`config.mk`:
```
export PLATFORM = sky130hd
export DESIGN_NAME = ardr_receiver
export DESIGN_NICKNAME = d
export VERILOG_FILES = /design/src/verilog/ardr_pkg.sv /design/src/verilog/ardr_tick_if.sv /design/src/verilog/ardr_tick_gen.sv /design/src/verilog/ardr_receiver.sv
export VERILOG_INCLUDE_DIRS = /design/src /design/src/verilog
export SDC_FILE = /design/constraint.sdc
export NUM_CORES = 1
export LEC_CHECK = 0
export ABC_AREA = 1
export BUFFER_PORTS_ARGS = -buffer_cell sky130_fd_sc_hd__clkbuf_2
export CAP_MARGIN = 20
export CORE_MARGIN = 5
export CORE_UTILIZATION = 55
export CTS_BUF_LIST = sky130_fd_sc_hd__clkbuf_8
export DETAILED_ROUTE_END_ITERATION = 16
export PLACE_DENSITY = 0.73
export SETUP_SLACK_MARGIN = 0.5
export SYNTH_ARGS = -nofsm -noshare
export SYNTH_HDL_FRONTEND = slang
export SYNTH_HIERARCHICAL = 1
export SYNTH_SLANG_ARGS = --single-unit
```
`constraint.sdc`:
```
create_clock -name clk_i -period 2 [get_ports clk_i]
set_input_delay 0.6 -clock clk_i [delete_from_list [all_inputs] [get_ports clk_i]]
set_output_delay 0.6 -clock clk_i [all_outputs]
set_load 0.02 [all_outputs]
```
`src/verilog/ardr_consts.svh`:
```
`ifndef ARDR_CONSTS_SVH
`define ARDR_CONSTS_SVH
// Register byte offsets
`define ARDR_OFF_CTRL   8'h00
`define ARDR_OFF_STATUS 8'h04
`define ARDR_OFF_DATA   8'h08
`define ARDR_OFF_BAUD   8'h0C
// Control field positions
`define ARDR_C_EN       0
`define ARDR_C_CHAR9    1
`define ARDR_C_WAKE     2
`define ARDR_C_ORIGIN   3
`define ARDR_C_STANDBY  4
// Status field positions
`define ARDR_S_FULL     0
`define ARDR_S_NOISE    1
`define ARDR_S_FRAME    2
`define ARDR_S_IDLE     3
// Reset values
`define ARDR_CTRL_RST   5'h00
`define ARDR_BAUD_RST   16'h0041
// Oversample tick positions inside one bit
`define ARDR_RT1        5'h01
`define ARDR_RT3        5'h03
`define ARDR_RT5        5'h05
`define ARDR_RT7        5'h07
`define ARDR_RT8        5'h08
`define ARDR_RT9        5'h09
`define ARDR_RT10       5'h0A
`define ARDR_RT16       5'h10
// Resync window: edge early in a bit or late in the previous one
`define ARDR_SYNC_LATE  5'h04
`define ARDR_SYNC_EARLY 5'h0D
// Idle detection: ticks per bit (last index) and bit thresholds
`define ARDR_TICK_LAST  4'hF
`define ARDR_IDLE_8     4'hA
`define ARDR_IDLE_9     4'hB
// Data bit counts (last index)
`define ARDR_LAST_8     4'h7
`define ARDR_LAST_9     4'h8
`endif

```
`src/verilog/ardr_pkg.sv`:
```
package ardr_pkg;
  // Receiver sequence, Gray coded along hunt, start, data, stop
  typedef enum logic [1:0] {
    ARDR_HUNT  = 2'h0,
    ARDR_START = 2'h1,
    ARDR_DATA  = 2'h3,
    ARDR_STOP  = 2'h2
  } ardr_state_t;
endpackage

```
`src/verilog/ardr_tick_if.sv`:
```
`timescale 1ns/1ps
`default_nettype none
// Divisor and enable out to the tick divider, tick back
interface ardr_tick_if #(parameter int DIV_W = 16);
  logic [DIV_W-1:0] divisor; // Clocks per oversample tick
  logic             enable;  // Divider runs while high
  logic             tick;    // One-cycle oversample pulse
  modport gen (input divisor, input enable, output tick);
  modport user (output divisor, output enable, input tick);
endinterface
`default_nettype wire

```
`src/verilog/ardr_tick_gen.sv`:
```
`timescale 1ns/1ps
`default_nettype none
`include "ardr_consts.svh"
// Divides the clock down to the sixteen-times-baud tick
module ardr_tick_gen import ardr_pkg::*; #(
  parameter int DIV_W = 16
) (
  input  wire logic clk_i,
  input  wire logic rst_i,
  ardr_tick_if.gen  tk
);
  logic [DIV_W-1:0] cnt_reg; // Clocks since last tick
  logic             last;    // Final clock of a tick period

  // Divisor of zero or one gives a tick every clock
  assign last = (tk.divisor <= DIV_W'(1)) ||
                (cnt_reg == tk.divisor - DIV_W'(1));

  // Counter and tick pulse; held quiet while disabled
  always_ff @(posedge clk_i) begin
    if (rst_i || !tk.enable) begin
      cnt_reg <= '0;
      tk.tick <= 1'b0;
    end else if (last) begin
      cnt_reg <= '0;
      tk.tick <= 1'b1;
    end else begin
      cnt_reg <= cnt_reg + DIV_W'(1);
      tk.tick <= 1'b0;
    end
  end
endmodule
`default_nettype wire

```
`src/verilog/ardr_receiver.sv`:
```
// What this block does
// - Sample input each tick at sixteen times baud
// - Realign ticks after start and high-to-low bits
// - Hunt low after three highs, start count
// - Check ticks three, five, seven; flag noise
// - Two or more highs reject, resume hunting
// - Data bit is majority of ticks 8-10
// - High start samples 8-10 only flag noise
// - Stop bit majority vote; low gives framing
// - Framing error raised with receive-full flag
// - Realign on valid falling edges inside character
// - Standby suppresses receiver requests
// - Address mark wake clears standby, sets full
// - Waking idle sets neither idle nor full
// - Idle count origin picks start or stop
// - Standby on idle line may wake at once
// - Origin one counts after stop; reset zero
// - Wake one is address mark; reset zero
// - Character length one selects nine data bits
// - Idle flag after ten or eleven highs
//
// Local design decisions: the placing of the registers and the Wishbone slave port.
`timescale 1ns/1ps
`default_nettype none
`include "ardr_consts.svh"
module ardr_receiver import ardr_pkg::*; #(
  parameter int DIV_W = 16
) (
  input  wire logic        clk_i,
  input  wire logic        rst_i,
  input  wire logic        wb_cyc_i,
  input  wire logic        wb_stb_i,
  input  wire logic        wb_we_i,
  input  wire logic [7:0]  wb_adr_i,
  input  wire logic [3:0]  wb_sel_i,
  input  wire logic [31:0] wb_dat_i,
  output logic      [31:0] wb_dat_o,
  output logic             wb_ack_o,
  input  wire logic        rx_i,
  output logic             rx_request_o
);
  // Tick divider link
  ardr_tick_if #(.DIV_W(DIV_W)) tk ();

  // Input synchroniser
  logic             rx_meta_reg;   // First stage, read only by second
  logic             rx_sync_reg;   // Safe copy of the pin
  // Control register fields
  logic             en_reg;        // Receiver enabled
  logic             char9_reg;     // Nine data bits
  logic             wake_reg;      // Address mark wake when high
  logic             origin_reg;    // Idle count after stop bit
  logic             standby_reg;   // Receiver standby bit
  logic [DIV_W-1:0] baud_reg;      // Clocks per oversample tick
  // Status flags
  logic             full_reg;      // Receive-full flag
  logic             noise_reg;     // Noise flag
  logic             frame_reg;     // Framing error flag
  logic             idle_reg;      // Idle-line flag
  logic [8:0]       data_reg;      // Last delivered character
  // Recovery state
  ardr_state_t      state_reg;     // Sequence position
  logic [4:0]       rt_reg;        // Position of previous sample
  logic [2:0]       hist_reg;      // Last three samples
  logic [1:0]       ones_reg;      // Highs among start checks
  logic             s8_reg;        // Sample at tick eight
  logic             s9_reg;        // Sample at tick nine
  logic             prev_bit_reg;  // Last voted bit was high
  logic [3:0]       bit_idx_reg;   // Data bit being received
  logic [8:0]       shift_reg;     // Assembled data bits
  logic             cnoise_reg;    // Noise seen in this character
  logic             done_reg;      // Character complete pulse
  logic             stop_ok_reg;   // Stop bit voted high
  // Idle detection
  logic [3:0]       idle_tk_reg;   // High ticks within a bit
  logic [3:0]       idle_bits_reg; // Consecutive high bits
  logic             idle_seen_reg; // Threshold already reported
  // Bus slave
  logic             ack_reg;       // Answer pending

  // Combinational helpers
  logic       samp;      // Current sample
  logic [4:0] pos;       // Position of current sample
  logic       vote;      // Majority of ticks 8-10
  logic       split;     // Samples 8-10 disagree
  logic       fall;      // High-to-low edge on samples
  logic       resync;    // Realign on this tick
  logic       boundary;  // Bit period ends on this tick
  logic [3:0] last_bit;  // Final data bit index
  logic [3:0] idle_thr;  // Idle threshold in bits
  logic       idle_fire; // Idle threshold first reached
  logic       wake_idle; // Idle line wakes standby
  logic       deliver;   // Character goes to software
  logic       msb;       // Most significant data bit
  logic       bus_req;   // New bus request
  logic       wr;        // Write taken this cycle
  logic       sel_ctrl;  // Control register addressed
  logic       sel_stat;  // Status register addressed
  logic       sel_baud;  // Baud register addressed
  logic [3:0] clr;       // Status bits cleared by write

  assign tk.divisor = baud_reg;
  assign tk.enable  = en_reg;

  ardr_tick_gen #(.DIV_W(DIV_W)) u_tick (
    .clk_i (clk_i),
    .rst_i (rst_i),
    .tk    (tk)
  );

  // Two flops before anything looks at the pin
  always_ff @(posedge clk_i) begin
    if (rst_i) begin
      rx_meta_reg <= 1'b1;
      rx_sync_reg <= 1'b1;
    end else begin
      rx_meta_reg <= rx_i;
      rx_sync_reg <= rx_meta_reg;
    end
  end

  // Sample decode for the current tick
  always_comb begin
    samp     = rx_sync_reg;
    pos      = rt_reg + `ARDR_RT1;
    vote     = (s8_reg & s9_reg) | (s8_reg & samp) |
               (s9_reg & samp);
    split    = (s8_reg ^ s9_reg) | (s9_reg ^ samp);
    fall     = hist_reg[0] & ~samp;
    // Edge after a high bit, kept clear of the voting ticks
    resync   = prev_bit_reg & fall &
               ((state_reg == ARDR_DATA) ||
                (state_reg == ARDR_STOP)) &&
               ((pos <= `ARDR_SYNC_LATE) ||
                (pos >= `ARDR_SYNC_EARLY));
    // A late edge is the next bit's RT1, so close this bit
    boundary = (pos == `ARDR_RT16) ||
               (resync && (pos >= `ARDR_SYNC_EARLY));
    last_bit = char9_reg ? `ARDR_LAST_9 : `ARDR_LAST_8;
    idle_thr = char9_reg ? `ARDR_IDLE_9 : `ARDR_IDLE_8;
  end

  // Start hunt, verification and bit framing
  always_ff @(posedge clk_i) begin
    if (rst_i || !en_reg) begin
      state_reg    <= ARDR_HUNT;
      rt_reg       <= '0;
      hist_reg     <= 3'h0;
      ones_reg     <= 2'h0;
      s8_reg       <= 1'b0;
      s9_reg       <= 1'b0;
      prev_bit_reg <= 1'b0;
      bit_idx_reg  <= 4'h0;
      shift_reg    <= 9'h000;
      cnoise_reg   <= 1'b0;
      done_reg     <= 1'b0;
      stop_ok_reg  <= 1'b0;
    end else begin
      done_reg <= 1'b0;
      if (tk.tick) begin
        hist_reg <= {hist_reg[1:0], samp};
        if (pos == `ARDR_RT8) begin
          s8_reg <= samp;
        end
        if (pos == `ARDR_RT9) begin
          s9_reg <= samp;
        end
        case (state_reg)
          ARDR_HUNT: begin
            // Low preceded by three highs is RT1
            if (hist_reg == 3'h7 && !samp) begin
              state_reg  <= ARDR_START;
              rt_reg     <= `ARDR_RT1;
              ones_reg   <= 2'h0;
              cnoise_reg <= 1'b0;
            end else begin
              rt_reg <= '0;
            end
          end
          ARDR_START: begin
            rt_reg <= pos;
            if (pos == `ARDR_RT3 || pos == `ARDR_RT5) begin
              ones_reg <= ones_reg + {1'b0, samp};
            end
            if (pos == `ARDR_RT7) begin
              if (ones_reg + {1'b0, samp} >= 2'h2) begin
                state_reg <= ARDR_HUNT;
                rt_reg    <= '0;
              end else if (ones_reg[0] ^ samp) begin
                cnoise_reg <= 1'b1;
              end
            end
            // Late highs do not undo the accepted start
            if (pos >= `ARDR_RT8 && pos <= `ARDR_RT10 && samp) begin
              cnoise_reg <= 1'b1;
            end
            if (pos == `ARDR_RT16) begin
              state_reg    <= ARDR_DATA;
              rt_reg       <= '0;
              bit_idx_reg  <= 4'h0;
              prev_bit_reg <= 1'b0;
            end
          end
          ARDR_DATA: begin
            rt_reg <= resync ? `ARDR_RT1 : pos;
            if (resync) begin
              prev_bit_reg <= 1'b0;
            end
            if (pos == `ARDR_RT10) begin
              shift_reg[bit_idx_reg] <= vote;
              prev_bit_reg <= vote;
              if (split) begin
                cnoise_reg <= 1'b1;
              end
            end
            if (boundary) begin
              if (!resync) begin
                rt_reg <= '0;
              end
              if (bit_idx_reg == last_bit) begin
                state_reg <= ARDR_STOP;
              end else begin
                bit_idx_reg <= bit_idx_reg + 4'h1;
              end
            end
          end
          ARDR_STOP: begin
            rt_reg <= resync ? `ARDR_RT1 : pos;
            if (resync) begin
              prev_bit_reg <= 1'b0;
            end
            if (pos == `ARDR_RT10) begin
              stop_ok_reg <= vote;
              if (split) begin
                cnoise_reg <= 1'b1;
              end
              done_reg  <= 1'b1;
              state_reg <= ARDR_HUNT;
              rt_reg    <= '0;
            end
          end
          default: begin
            state_reg <= ARDR_HUNT;
          end
        endcase
      end
    end
  end

  // Consecutive high bit count for idle detection
  always_ff @(posedge clk_i) begin
    if (rst_i || !en_reg) begin
      idle_tk_reg   <= 4'h0;
      idle_bits_reg <= 4'h0;
      idle_seen_reg <= 1'b0;
    end else begin
      if (idle_fire) begin
        idle_seen_reg <= 1'b1;
      end else if (idle_bits_reg != idle_thr) begin
        idle_seen_reg <= 1'b0;
      end
      // Fresh standby rearms so an idle line wakes at once
      if (wr && sel_ctrl && wb_sel_i[0] &&
          wb_dat_i[`ARDR_C_STANDBY]) begin
        idle_seen_reg <= 1'b0;
      end
      if (tk.tick) begin
        if (state_reg == ARDR_HUNT) begin
          if (!samp) begin
            idle_tk_reg   <= 4'h0;
            idle_bits_reg <= 4'h0;
          end else begin
            idle_tk_reg <= idle_tk_reg + 4'h1;
            if (idle_tk_reg == `ARDR_TICK_LAST &&
                idle_bits_reg != idle_thr) begin
              idle_bits_reg <= idle_bits_reg + 4'h1;
            end
          end
        end else if (pos == `ARDR_RT10) begin
          idle_tk_reg <= 4'h0;
          // After-stop origin ignores bits inside the character
          if (origin_reg || state_reg == ARDR_START ||
              !vote) begin
            idle_bits_reg <= 4'h0;
          end else if (idle_bits_reg != idle_thr) begin
            idle_bits_reg <= idle_bits_reg + 4'h1;
          end
        end
      end
    end
  end

  // Delivery and wake decisions
  always_comb begin
    idle_fire = (idle_bits_reg == idle_thr) && !idle_seen_reg;
    wake_idle = idle_fire && standby_reg && !wake_reg;
    msb       = char9_reg ? shift_reg[8] : shift_reg[7];
    deliver   = done_reg &&
                (!standby_reg || (wake_reg && msb));
  end

  // Bus decode
  always_comb begin
    bus_req  = wb_cyc_i && wb_stb_i && !ack_reg;
    wr       = bus_req && wb_we_i;
    sel_ctrl = 1'b0;
    sel_stat = 1'b0;
    sel_baud = 1'b0;
    if ({wb_adr_i[7:2], 2'h0} == `ARDR_OFF_CTRL) begin
      sel_ctrl = 1'b1;
    end else if ({wb_adr_i[7:2], 2'h0} == `ARDR_OFF_STATUS) begin
      sel_stat = 1'b1;
    end else if ({wb_adr_i[7:2], 2'h0} == `ARDR_OFF_BAUD) begin
      sel_baud = 1'b1;
    end
    clr = (wr && sel_stat && wb_sel_i[0]) ? wb_dat_i[3:0] : 4'h0;
  end

  // Control register; a software write beats a hardware wake
  always_ff @(posedge clk_i) begin
    if (rst_i) begin
      {standby_reg, origin_reg, wake_reg, char9_reg, en_reg}
        <= `ARDR_CTRL_RST;
    end else if (wr && sel_ctrl && wb_sel_i[0]) begin
      en_reg      <= wb_dat_i[`ARDR_C_EN];
      char9_reg   <= wb_dat_i[`ARDR_C_CHAR9];
      wake_reg    <= wb_dat_i[`ARDR_C_WAKE];
      origin_reg  <= wb_dat_i[`ARDR_C_ORIGIN];
      standby_reg <= wb_dat_i[`ARDR_C_STANDBY];
    end else if (wake_idle || (done_reg && standby_reg &&
                 wake_reg && msb)) begin
      standby_reg <= 1'b0;
    end
  end

  // Baud divisor register, byte lanes honoured
  always_ff @(posedge clk_i) begin
    if (rst_i) begin
      baud_reg <= DIV_W'(`ARDR_BAUD_RST);
    end else if (wr && sel_baud) begin
      for (int b = 0; b < DIV_W / 8; b++) begin
        if (wb_sel_i[b]) begin
          baud_reg[b*8 +: 8] <= wb_dat_i[b*8 +: 8];
        end
      end
    end
  end

  // Status flags: write one clears, a new event wins
  always_ff @(posedge clk_i) begin
    if (rst_i) begin
      full_reg  <= 1'b0;
      noise_reg <= 1'b0;
      frame_reg <= 1'b0;
      idle_reg  <= 1'b0;
      data_reg  <= 9'h000;
    end else begin
      full_reg  <= (full_reg  & ~clr[`ARDR_S_FULL])  | deliver;
      noise_reg <= (noise_reg & ~clr[`ARDR_S_NOISE]) |
                   (deliver & cnoise_reg);
      // Same cycle as receive-full; a break lands here too
      frame_reg <= (frame_reg & ~clr[`ARDR_S_FRAME]) |
                   (deliver & ~stop_ok_reg);
      idle_reg  <= (idle_reg  & ~clr[`ARDR_S_IDLE])  |
                   (idle_fire & !wake_idle);
      if (deliver) begin
        // Eight-bit mode mirrors bit seven into bit eight
        data_reg <= char9_reg ? shift_reg :
                    {shift_reg[7], shift_reg[7:0]};
      end
    end
  end

  // Request output, silenced during standby
  always_ff @(posedge clk_i) begin
    if (rst_i) begin
      rx_request_o <= 1'b0;
    end else begin
      rx_request_o <= en_reg && !standby_reg &&
                      (full_reg | noise_reg | frame_reg |
                       idle_reg);
    end
  end

  // Wishbone answer one clock after the request
  always_ff @(posedge clk_i) begin
    if (rst_i) begin
      ack_reg  <= 1'b0;
      wb_dat_o <= 32'h0000_0000;
    end else begin
      ack_reg  <= bus_req;
      wb_dat_o <= 32'h0000_0000;
      if (bus_req && !wb_we_i) begin
        if (sel_ctrl) begin
          wb_dat_o[4:0] <= {standby_reg, origin_reg, wake_reg,
                            char9_reg, en_reg};
        end else if (sel_stat) begin
          wb_dat_o[3:0] <= {idle_reg, frame_reg, noise_reg,
                            full_reg};
        end else if ({wb_adr_i[7:2], 2'h0} == `ARDR_OFF_DATA) begin
          wb_dat_o[8:0] <= data_reg;
        end else if (sel_baud) begin
          wb_dat_o[DIV_W-1:0] <= baud_reg;
        end
      end
    end
  end

  assign wb_ack_o = ack_reg;
endmodule
`default_nettype wire

```
==> flow_summary.ini, run 1 <==
[run_status]
outcome = finished clean

[logic_synthesis]
synth_area_leaders = dfxtp_1 (37%), nand2_1 (12%), inv_1 (7.3%)
synth_edf_count = 0
synth-seq-area-share_pct = 36.8
yosysTopAreaCell = dfxtp_1
synthFlopType = dfxtp_1
netlist_instances = 870
synth_top_area_share_pct = 36.8
synth.distinct_cells = 49
async_flop_share_pct = 0
yosysWarnings = 6
ys_ff_latch = 111
synthesis.area_mm2 = 0.00603
syn_avg_cell_area_um2 = 6.93

[sta]
slew_violations = 0
fmax_mhz = 536
tightest_slew_ns = 0.497
rsz0062_at_grt = yes
hold_viol_final = 0
maxSlewHeadroom_pct = 66.8
skew_ns = 0.0118
setup_viol = 0
period_needed_ns = 1.87
finalCritPeriodShare_pct = 93.3
fin_ws_ns = 0.134

[setup_path]
critPathSlowestCell = dfxtp_4
worstPathMaxFanout = 6
criticalPathCategory = reg2reg
crit_path_frequent_cell = nand2_4
critPathCaptureType = register
cp.arrival_ns = 2.16
cp_cell_sequence = ha_4, nand2_4, inv_2, nor2_4, nor2_4, nand3_4, nand2_4, nand2_8, inv_6, nand2_4, nor2_2, or2_0, and2_1
setup.worst_path.start_class = register
max_stage_delay_ns = 0.39
cp_data_required_time_ns = 2.29

[clock_network]
cts_buffers = 9
cts_htree_levels = 3
clock_latency_ns = 0.40
cts_tree = built
clock_sinks = 111
path_clk_slew_ns = 0.10
clockBufferDepth = 2
clockRootBuffer = clkbuf_8

[drt]
route.detailed.drc = 0
drt-total-wl_mm = 18.1
via_count = 6251
ant_nets = 0
wl_per_cell_um = 15.9
viasPerCell = 5.51
dr.first_iter.drc_count = 558
drt-pass1-iter-count = 5

[placed_design]
place_congestion = 0.919
pre_cts_slack_ns = -0.0218
numPortBuffers = 47
place_hpwl_mm = 11.1
dp.cells = 1066

[floorplan]
die_h_um = 115
dieArea_mm2 = 0.0132
die_w_um = 115
ioPinCount = 84
coreArea_mm2 = 0.0108
initial_core_util_pct = 55.9
std_cell_rows = 38

[cells_and_area]
fin_cells = 1135
multiInputGateArea_mm2 = 0.00398
area_growth_pct = 34.6
drive_gt1_share_pct = 36.9
fin_nets = 1056
seq_area_mm2 = 0.00225
antenna_cells = 0
fill_cells = 766

[global_routing]
grt_overflow = 0
antenna_found_initial = 0
grt_max_degree = 30
gr-usage-all-layers_pct = 25.1
grt_pass1_vias = 5855
grt_pass1_wl_mm = 26.9

[hold_path]
hold_path_class = in2reg

[run]
cap_viol_max_count = 0

[power_and_ir_drop]
vdd_drop_max_v = 0.000545
power.leakage_nw = 3.30
finalPower_mw = 3.76
p_per_area_mw_per_mm2 = 464
cell type report:
class,count,area share [%]
Sequential cell,111,27.8
Timing Repair Buffer,121,12.4
Tap cell,140,2.16
Inverter,123,6.16
Clock inverter,5,0.539
Timing Repair inverter,1,0.0771
Clock buffer,11,1.86
Multi-Input combinational cell,623,49.1
path summary, 6_finish.rpt:
| path | start | end | slack (ns) | cells after the start |
|---|---|---|---|---|
| max | rt_reg[0]$_SDFFE_PP0P_ | idle_bits_reg[3]$_SDFFE_PP0P_ | 0.13 | 13 |
| min | rx_i | rx_meta_reg$_SDFF_PP1_ | 0.39 | 2 |
| max reg2reg | rt_reg[0]$_SDFFE_PP0P_ | idle_bits_reg[3]$_SDFFE_PP0P_ | 0.13 | 13 |
| min reg2reg | u_tick/cnt_reg[0]$_SDFF_PP0_ | u_tick/cnt_reg[0]$_SDFF_PP0_ | 0.45 | 1 |
power breakdown:
| part | switching (mW) | internal, mW |
|---|---|---|
| sequential | 0.00369 | 2.21 |
| clock | 0.835 | 0.544 |
| combinational | 0.120 | 0.0531 |
| total | 0.959 | 2.80 |
cells by family after synthesis:
| logic type | after synthesis | synth area share (%) |
|---|---|---|
| adders and majority gates | 16 | 3.32 |
| other | 1 | 0.0622 |
| DFF | 111 | 36.8 |
| buffers and inverters | 153 | 11.1 |
| xor gates and xnor gates | 24 | 3.48 |
| AOI/OAI and AO/OA | 149 | 13.5 |
| and+or+nand+nor | 416 | 31.7 |
cell usage after synthesis, types with 9 or more instances:
cell type  number
nand3_1        46
dfxtp_1       111
nand2_2         9
nor2_2         18
nor2_1        104
nand2_1       185
inv_1         117
ha_1           16
a21oi_1        63
xor2_1         20
buf_4          18
nand4_1        18
o21ai_0        55
placed cells by master, fill, tap and decap left out, types with 20 or more instances in the layout:
master,instances
nand2_1,153
inv_1,103
dfxtp_1,92
nor2_1,77
buf_4,57
a21oi_1,40
nor2_2,35
nand3_1,32
clkbuf_2,29
buf_6,27
nand2_2,26
o21ai_2,26
a21oi_2,23
xor2_1,20
per-stage QoR:
stage | utilization [%] | setup TNS [ns] | hold slack, ns | instance area [um2]
after global placement | 61.2 | 0 | 0.398 | 6600
after floorplan | - | 0 | 0.389 | 6230
after detailed placement | 61.2 | -0.0218 | 0.444 | 6600
after global routing | 75.2 | 0 | 0.377 | 8120
after CTS | 68.3 | 0 | 0.373 | 7370
final | 75.2 | 0 | 0.388 | 8120
worst max-delay path, delay by kind of cell (launching register included):
family                     cells  cell delay [ns]
and+or+nand+nor               10             1.09
DFF                            1             0.39
adders and majority gates      1             0.19
buffers and inverters          2             0.08
routing by layer:
| layer | wire (um) | part of all wire (%) | GRT usage (%) | vias to the layer above |
|---|---|---|---|---|
| li1 | - | - | - | 3019 |
| met2 | 9250 | 51 | 44.9 | 263 |
| met1 | 6840 | 38 | 29.6 | 2899 |
| met3 | 1200 | 6.6 | 4.81 | 70 |
| met4 | 788 | 4.4 | 10.0 | 0 |
| met5 | 0 | 0 | 0 | - |
what timing repair did:
item                                    4_1_cts  5_1_grt
endpoints found under the setup margin      104      120
cloned                                        3        0
hold buffers                                  0        0
gates resized for setup                     116      183
pin swaps                                    33       48
buffers inserted                             28       22
No activity file was read; power rests on OpenSTA's default activity.
==> inputs of run 2 (changes only) <==
--- a/config.mk
+++ b/config.mk
@@ -9,6 +9,7 @@
 export ABC_AREA = 1
 export BUFFER_PORTS_ARGS = -buffer_cell sky130_fd_sc_hd__clkbuf_2
 export CAP_MARGIN = 20
+export CORE_ASPECT_RATIO = 0.9
 export CORE_MARGIN = 5
 export CORE_UTILIZATION = 55
 export CTS_BUF_LIST = sky130_fd_sc_hd__clkbuf_8
==> flow_summary.ini, run 2 (synthesis results as in run 1) <==
[sta]
hold_viol_final = 0
hold_ws_ns = 0.402
setup_viol = 0
maxSlewHeadroom_pct = 62.5
tightest_slew_ns = 0.560
slew_violations = 0
rsz0062_at_grt = yes
fmax_mhz = 519
skew_ns = 0.00887
period_needed_ns = 1.93
finalCritPeriodShare_pct = 96.3

[setup_path]
r2r_slack_ns = 0.07
critPathCapture = u_tick/cnt_reg[2]$_SDFF_PP0_
criticalPathCategory = reg2reg
r2r_end = u_tick/cnt_reg[2]$_SDFF_PP0_
r2r-start = baud_reg[1]$_SDFFE_PP0P_
cp.arrival_ns = 2.21
critPathCaptureType = register
worstPathMaxFanout = 8
setup.worst_path.start_class = register
cp_data_required_time_ns = 2.28
startpoint = baud_reg[1]$_SDFFE_PP0P_
r2r_cells = 15

[hold_path]
min_from = rx_i
hold_path_class = in2reg
holdPathStages = 2

[clock_network]
clock_latency_ns = 0.38
clockRootBuffer = clkbuf_8
clock_sinks = 111
clockBufferDepth = 2
ctsHoldBuffers = 0
path_clk_slew_ns = 0.11
cts_htree_levels = 3
cts_buffers = 9
cts_tree = built

[run_status]
outcome = finished clean

[floorplan]
dieArea_mm2 = 0.0132
die_w_um = 120
ioPinCount = 84
initial_core_util_pct = 56.0
coreArea_mm2 = 0.0108
die_h_um = 109
std_cell_rows = 36

[run]
cap_viol_max_count = 0

[power_and_ir_drop]
vdd_drop_max_v = 0.000424
p_per_area_mw_per_mm2 = 462
power.leakage_nw = 3.31
finalPower_mw = 3.79

[drt]
drt-total-wl_mm = 18.4
viasPerCell = 5.53
wl_per_cell_um = 16.4
ant_nets = 0
drt-pass1-iter-count = 6
dr.first_iter.drc_count = 653
via_count = 6207
route.detailed.drc = 0

[global_routing]
grt_overflow = 0
grt_max_degree = 30
gr-usage-all-layers_pct = 24.7
grt_pass1_wl_mm = 26.5
antenna_found_initial = 0
grt_pass1_vias = 5610

[cells_and_area]
area_growth_pct = 36.1
fin_util_pct = 76.3
antenna_cells = 0
final_cell_mix = nand2_1 (143), inv_1 (105), dfxtp_1 (101)
layout_commonest_cell = nand2_1
drive_gt1_share_pct = 36.9
fin_nets = 1051

[placed_design]
place_hpwl_mm = 10.9
place_congestion = 0.902
numPortBuffers = 47
==> run 2: changes by cell type in the layout (fill, tap and decap cells not counted), sizes merged <==
cell      previous run  this run
clkinvlp             1         3
bufinv               0         1
clkbuf              42        43
nand3               54        53
inv                126       125
buf                 90        82
nor2               127       128
==> run 2: report_power, final <==
group | total [mW] | switching (mW) | internal, mW
Clock | 1.42 | 0.793 | 0.623
Combinational | 0.167 | 0.113 | 0.0538
Sequential | 2.21 | 0.00288 | 2.21
Total | 3.79 | 0.909 | 2.88
==> run 2: how the worst min path moves through the flow <==
stage	endpoint
6_report	rx_meta_reg$_SDFF_PP1_
5_1_grt	rx_meta_reg$_SDFF_PP1_
4_1_cts	rx_meta_reg$_SDFF_PP1_
3_5_place_dp	rx_sync_reg$_SDFF_PP1_
3_3_place_gp	rx_sync_reg$_SDFF_PP1_
2_1_floorplan	rx_sync_reg$_SDFF_PP1_
==> run 2: worst max-delay path, cell delays in order (launching register included) <==
cell and delay, ns:
dfxtp_4 0.38, inv_4 0.04, ha_4 0.26, inv_2 0.03, nand2_1 0.05, nand2_1 0.05
nor2_1 0.11, nand2_1 0.06, nor2_1 0.11, nand2_1 0.10, nor2_1 0.09, nand2_1 0.05
nor2_1 0.11, nand2_2 0.13, nand3_4 0.19, nor2_2 0.06
==> run 2: layer usage <==
metal	part of all wire (%)	vias to the layer above	GRT usage [%]
met5	0	-	0
met4	3.1	0	8.33
met3	7.4	56	5.45
met2	47	303	40.5
met1	43	2850	32.6
li1	-	2998	-
==> run 2: through the flow <==
step | setup WS, ns | setup TNS [ns] | instance area [um2] | cells
floorplan | 0.125 | 0 | 6230 | 885
global placement | 0.0127 | 0 | 6560 | 1053
detailed placement | -0.00405 | -0.00463 | 6560 | 1053
CTS | 0.147 | 0 | 7430 | 1102
global route | -0.0284 | -0.247 | 8210 | 1123
finish | 0.0746 | 0 | 8210 | 1123
==> run 2: final cells by class <==
type / instances / area [um2]
sequential: 111 / 2250
timing repair buffer: 115 / 942
tap: 133 / 166
fill: 748 / 2550
clock inverter: 6 / 68.8
inverter: 123 / 494
multi-input combinational: 623 / 4140
timing repair inverter: 2 / 13.8
clock buffer: 10 / 138
==> run 2: repair_timing <==
item | CTS | global route
gates resized for setup | 122 | 189
gates cloned | 3 | 2
setup endpoints to repair | 85 | 117
setup buffers | 30 | 19
pin swaps | 49 | 48
==> inputs of run 3 (changes only) <==
--- a/config.mk
+++ b/config.mk
@@ -7,14 +7,15 @@
 export NUM_CORES = 1
 export LEC_CHECK = 0
 export ABC_AREA = 1
-export BUFFER_PORTS_ARGS = -buffer_cell sky130_fd_sc_hd__clkbuf_2
 export CAP_MARGIN = 20
 export CORE_ASPECT_RATIO = 0.9
 export CORE_MARGIN = 5
 export CORE_UTILIZATION = 55
 export CTS_BUF_LIST = sky130_fd_sc_hd__clkbuf_8
 export DETAILED_ROUTE_END_ITERATION = 16
-export PLACE_DENSITY = 0.73
+export DONT_BUFFER_PORTS = 1
+export HOLD_SLACK_MARGIN = 0.1
+export PLACE_DENSITY = 0.66
 export SETUP_SLACK_MARGIN = 0.5
 export SYNTH_ARGS = -nofsm -noshare
 export SYNTH_HDL_FRONTEND = slang
==> flow_summary.ini, run 3 (synthesis results as in run 1) <==
[sta]
fmax_mhz = 526
setup_viol = 0
hold_ws_ns = 0.255
tightest_slew_ns = 0.652
rsz0062_at_grt = yes
maxSlewHeadroom_pct = 56.4
period_needed_ns = 1.90
hold_viol_final = 0
finalCritPeriodShare_pct = 95.0
skew_ns = 0.0113
slew_violations = 0
fin_ws_ns = 0.0993

[floorplan]
coreArea_mm2 = 0.0108
std_cell_rows = 36
dieArea_mm2 = 0.0132
die_h_um = 109
ioPinCount = 84
initial_core_util_pct = 56.0
die_w_um = 120

[cells_and_area]
multiInputGateArea_mm2 = 0.00407
drive_gt1_share_pct = 32.3
final_cell_mix = nand2_1 (144), inv_1 (104), dfxtp_1 (100)
layout_commonest_cell = nand2_1
fill_cells = 865
seq_area_mm2 = 0.00225
fin_nets = 1001
area_growth_pct = 29.2
fin_cells = 1073
antenna_cells = 0

[placed_design]
place_hpwl_mm = 11.1
place_congestion = 0.897
dp.cells = 1006
numPortBuffers = 0
pre_cts_slack_ns = 0.0369

[setup_path]
criticalPathCategory = reg2reg
setup.worst_path.start_class = register
cp_data_required_time_ns = 2.29
r2r_cells = 15
critPathCaptureType = register
r2r_end = u_tick/cnt_reg[13]$_SDFF_PP0_
cp.arrival_ns = 2.19
r2r-start = baud_reg[1]$_SDFFE_PP0P_
r2r_slack_ns = 0.1
worstPathMaxFanout = 8

[drt]
via_count = 5832
drt-total-wl_mm = 16.5
ant_nets = 0
viasPerCell = 5.44
wl_per_cell_um = 15.4
dr.first_iter.drc_count = 441
route.detailed.drc = 0
drt-pass1-iter-count = 7

[run_status]
outcome = finished clean

[run]
cap_viol_max_count = 0

[global_routing]
grt_max_degree = 30
grt_pass1_wl_mm = 25.3
grt_pass1_vias = 5319
grt_overflow = 0
antenna_found_initial = 0
gr-usage-all-layers_pct = 23.8

[power_and_ir_drop]
power.leakage_nw = 3.05
p_per_area_mw_per_mm2 = 471
vdd_drop_max_v = 0.000512

[hold_path]
hold_path_class = in2reg
holdPathStages = 1
min_to = noise_reg$_SDFF_PP0_
min_from = rst_i

[clock_network]
clockBufferDepth = 2
path_clk_slew_ns = 0.11
cts_buffers = 9
clock_sinks = 111
cts_htree_levels = 3
cts_tree = built
clockRootBuffer = clkbuf_8
clock_latency_ns = 0.40
## run 3: changes by cell type in the layout (fill, tap and decap cells not counted), sizes merged, moves of 3 or more
cell      previous run  this run
buf                 82        64
clkinv               2         5
clkbuf              43        12
clkinvlp             3         0
## run 3: repair_timing
| item | CTS | global route |
|---|---|---|
| hold buffers | 0 | 0 |
| cloned | 3 | 2 |
| endpoints found under the hold margin | 0 | 0 |
| pin swaps | 45 | 42 |
| setup endpoints to repair | 76 | 103 |
| setup buffers | 23 | 23 |
| gates resized for setup | 96 | 153 |
## run 3: worst max-delay path: stages (launching register included)
cell     delay [ns]
dfxtp_2        0.37
inv_2          0.05
ha_4           0.26
inv_2          0.03
nand2_1        0.05
nand2_1        0.06
nor2_2         0.09
nand2_1        0.05
nor2_1         0.09
nand2_1        0.09
nor2_1         0.11
nand2_1        0.07
nor2_2         0.15
nand2_4        0.10
nand3_4        0.15
nor2_1         0.06
## run 3: worst max path at each step
stage                             start                       endpoint  slack, ns
3_3_place_gp                wb_adr_i[7]        wb_dat_o[12]$_SDFF_PP0_       0.10
2_1_floorplan               wb_adr_i[7]       baud_reg[4]$_SDFFE_PP0P_       0.13
3_5_place_dp   baud_reg[1]$_SDFFE_PP0P_   u_tick/cnt_reg[9]$_SDFF_PP0_       0.04
4_1_cts        baud_reg[1]$_SDFFE_PP0P_  u_tick/cnt_reg[11]$_SDFF_PP0_       0.08
6_report       baud_reg[1]$_SDFFE_PP0P_  u_tick/cnt_reg[13]$_SDFF_PP0_        0.1
5_1_grt        baud_reg[1]$_SDFFE_PP0P_   u_tick/cnt_reg[9]$_SDFF_PP0_      -0.02
## run 3: through the flow
stage               util (%)  power [mW]  TNS [ns]  cell area (um2)
finish                  72.4        3.67         0             7790
global route            72.4        3.79   -0.0481             7790
CTS                     65.6        3.67         0             7060
detailed placement      58.8        2.35         0             6320
global placement        58.8        2.35         0             6320
floorplan                  -        2.36         0             6230
## run 3: routing by layer
layer	vias to the layer above	global-route usage (%)	share of wire (%)	wire [um]
li1	2899	-	-	-
met1	2745	31.1	45	7480
met2	164	39.1	47	7720
met3	24	6.53	6.3	1050
met4	0	6.23	1.6	258
met5	-	0	0	0
## run 3: power breakdown
group	switching, mW	leakage (nW)	internal, mW
logic	0.0838	2.05	0.0282
registers	0.00437	0.899	2.21
clock network	0.816	0.102	0.534
## run 3: cell type report
| class | instances | area share (%) |
|---|---|---|
| Multi-Input combinational cell | 624 | 52.2 |
| Sequential cell | 111 | 28.8 |
| Tap cell | 133 | 2.14 |
| Inverter | 123 | 6.47 |
| Clock buffer | 11 | 1.94 |
| Timing Repair inverter | 1 | 0.112 |
| Timing Repair Buffer | 65 | 7.82 |
| Clock inverter | 5 | 0.498 |
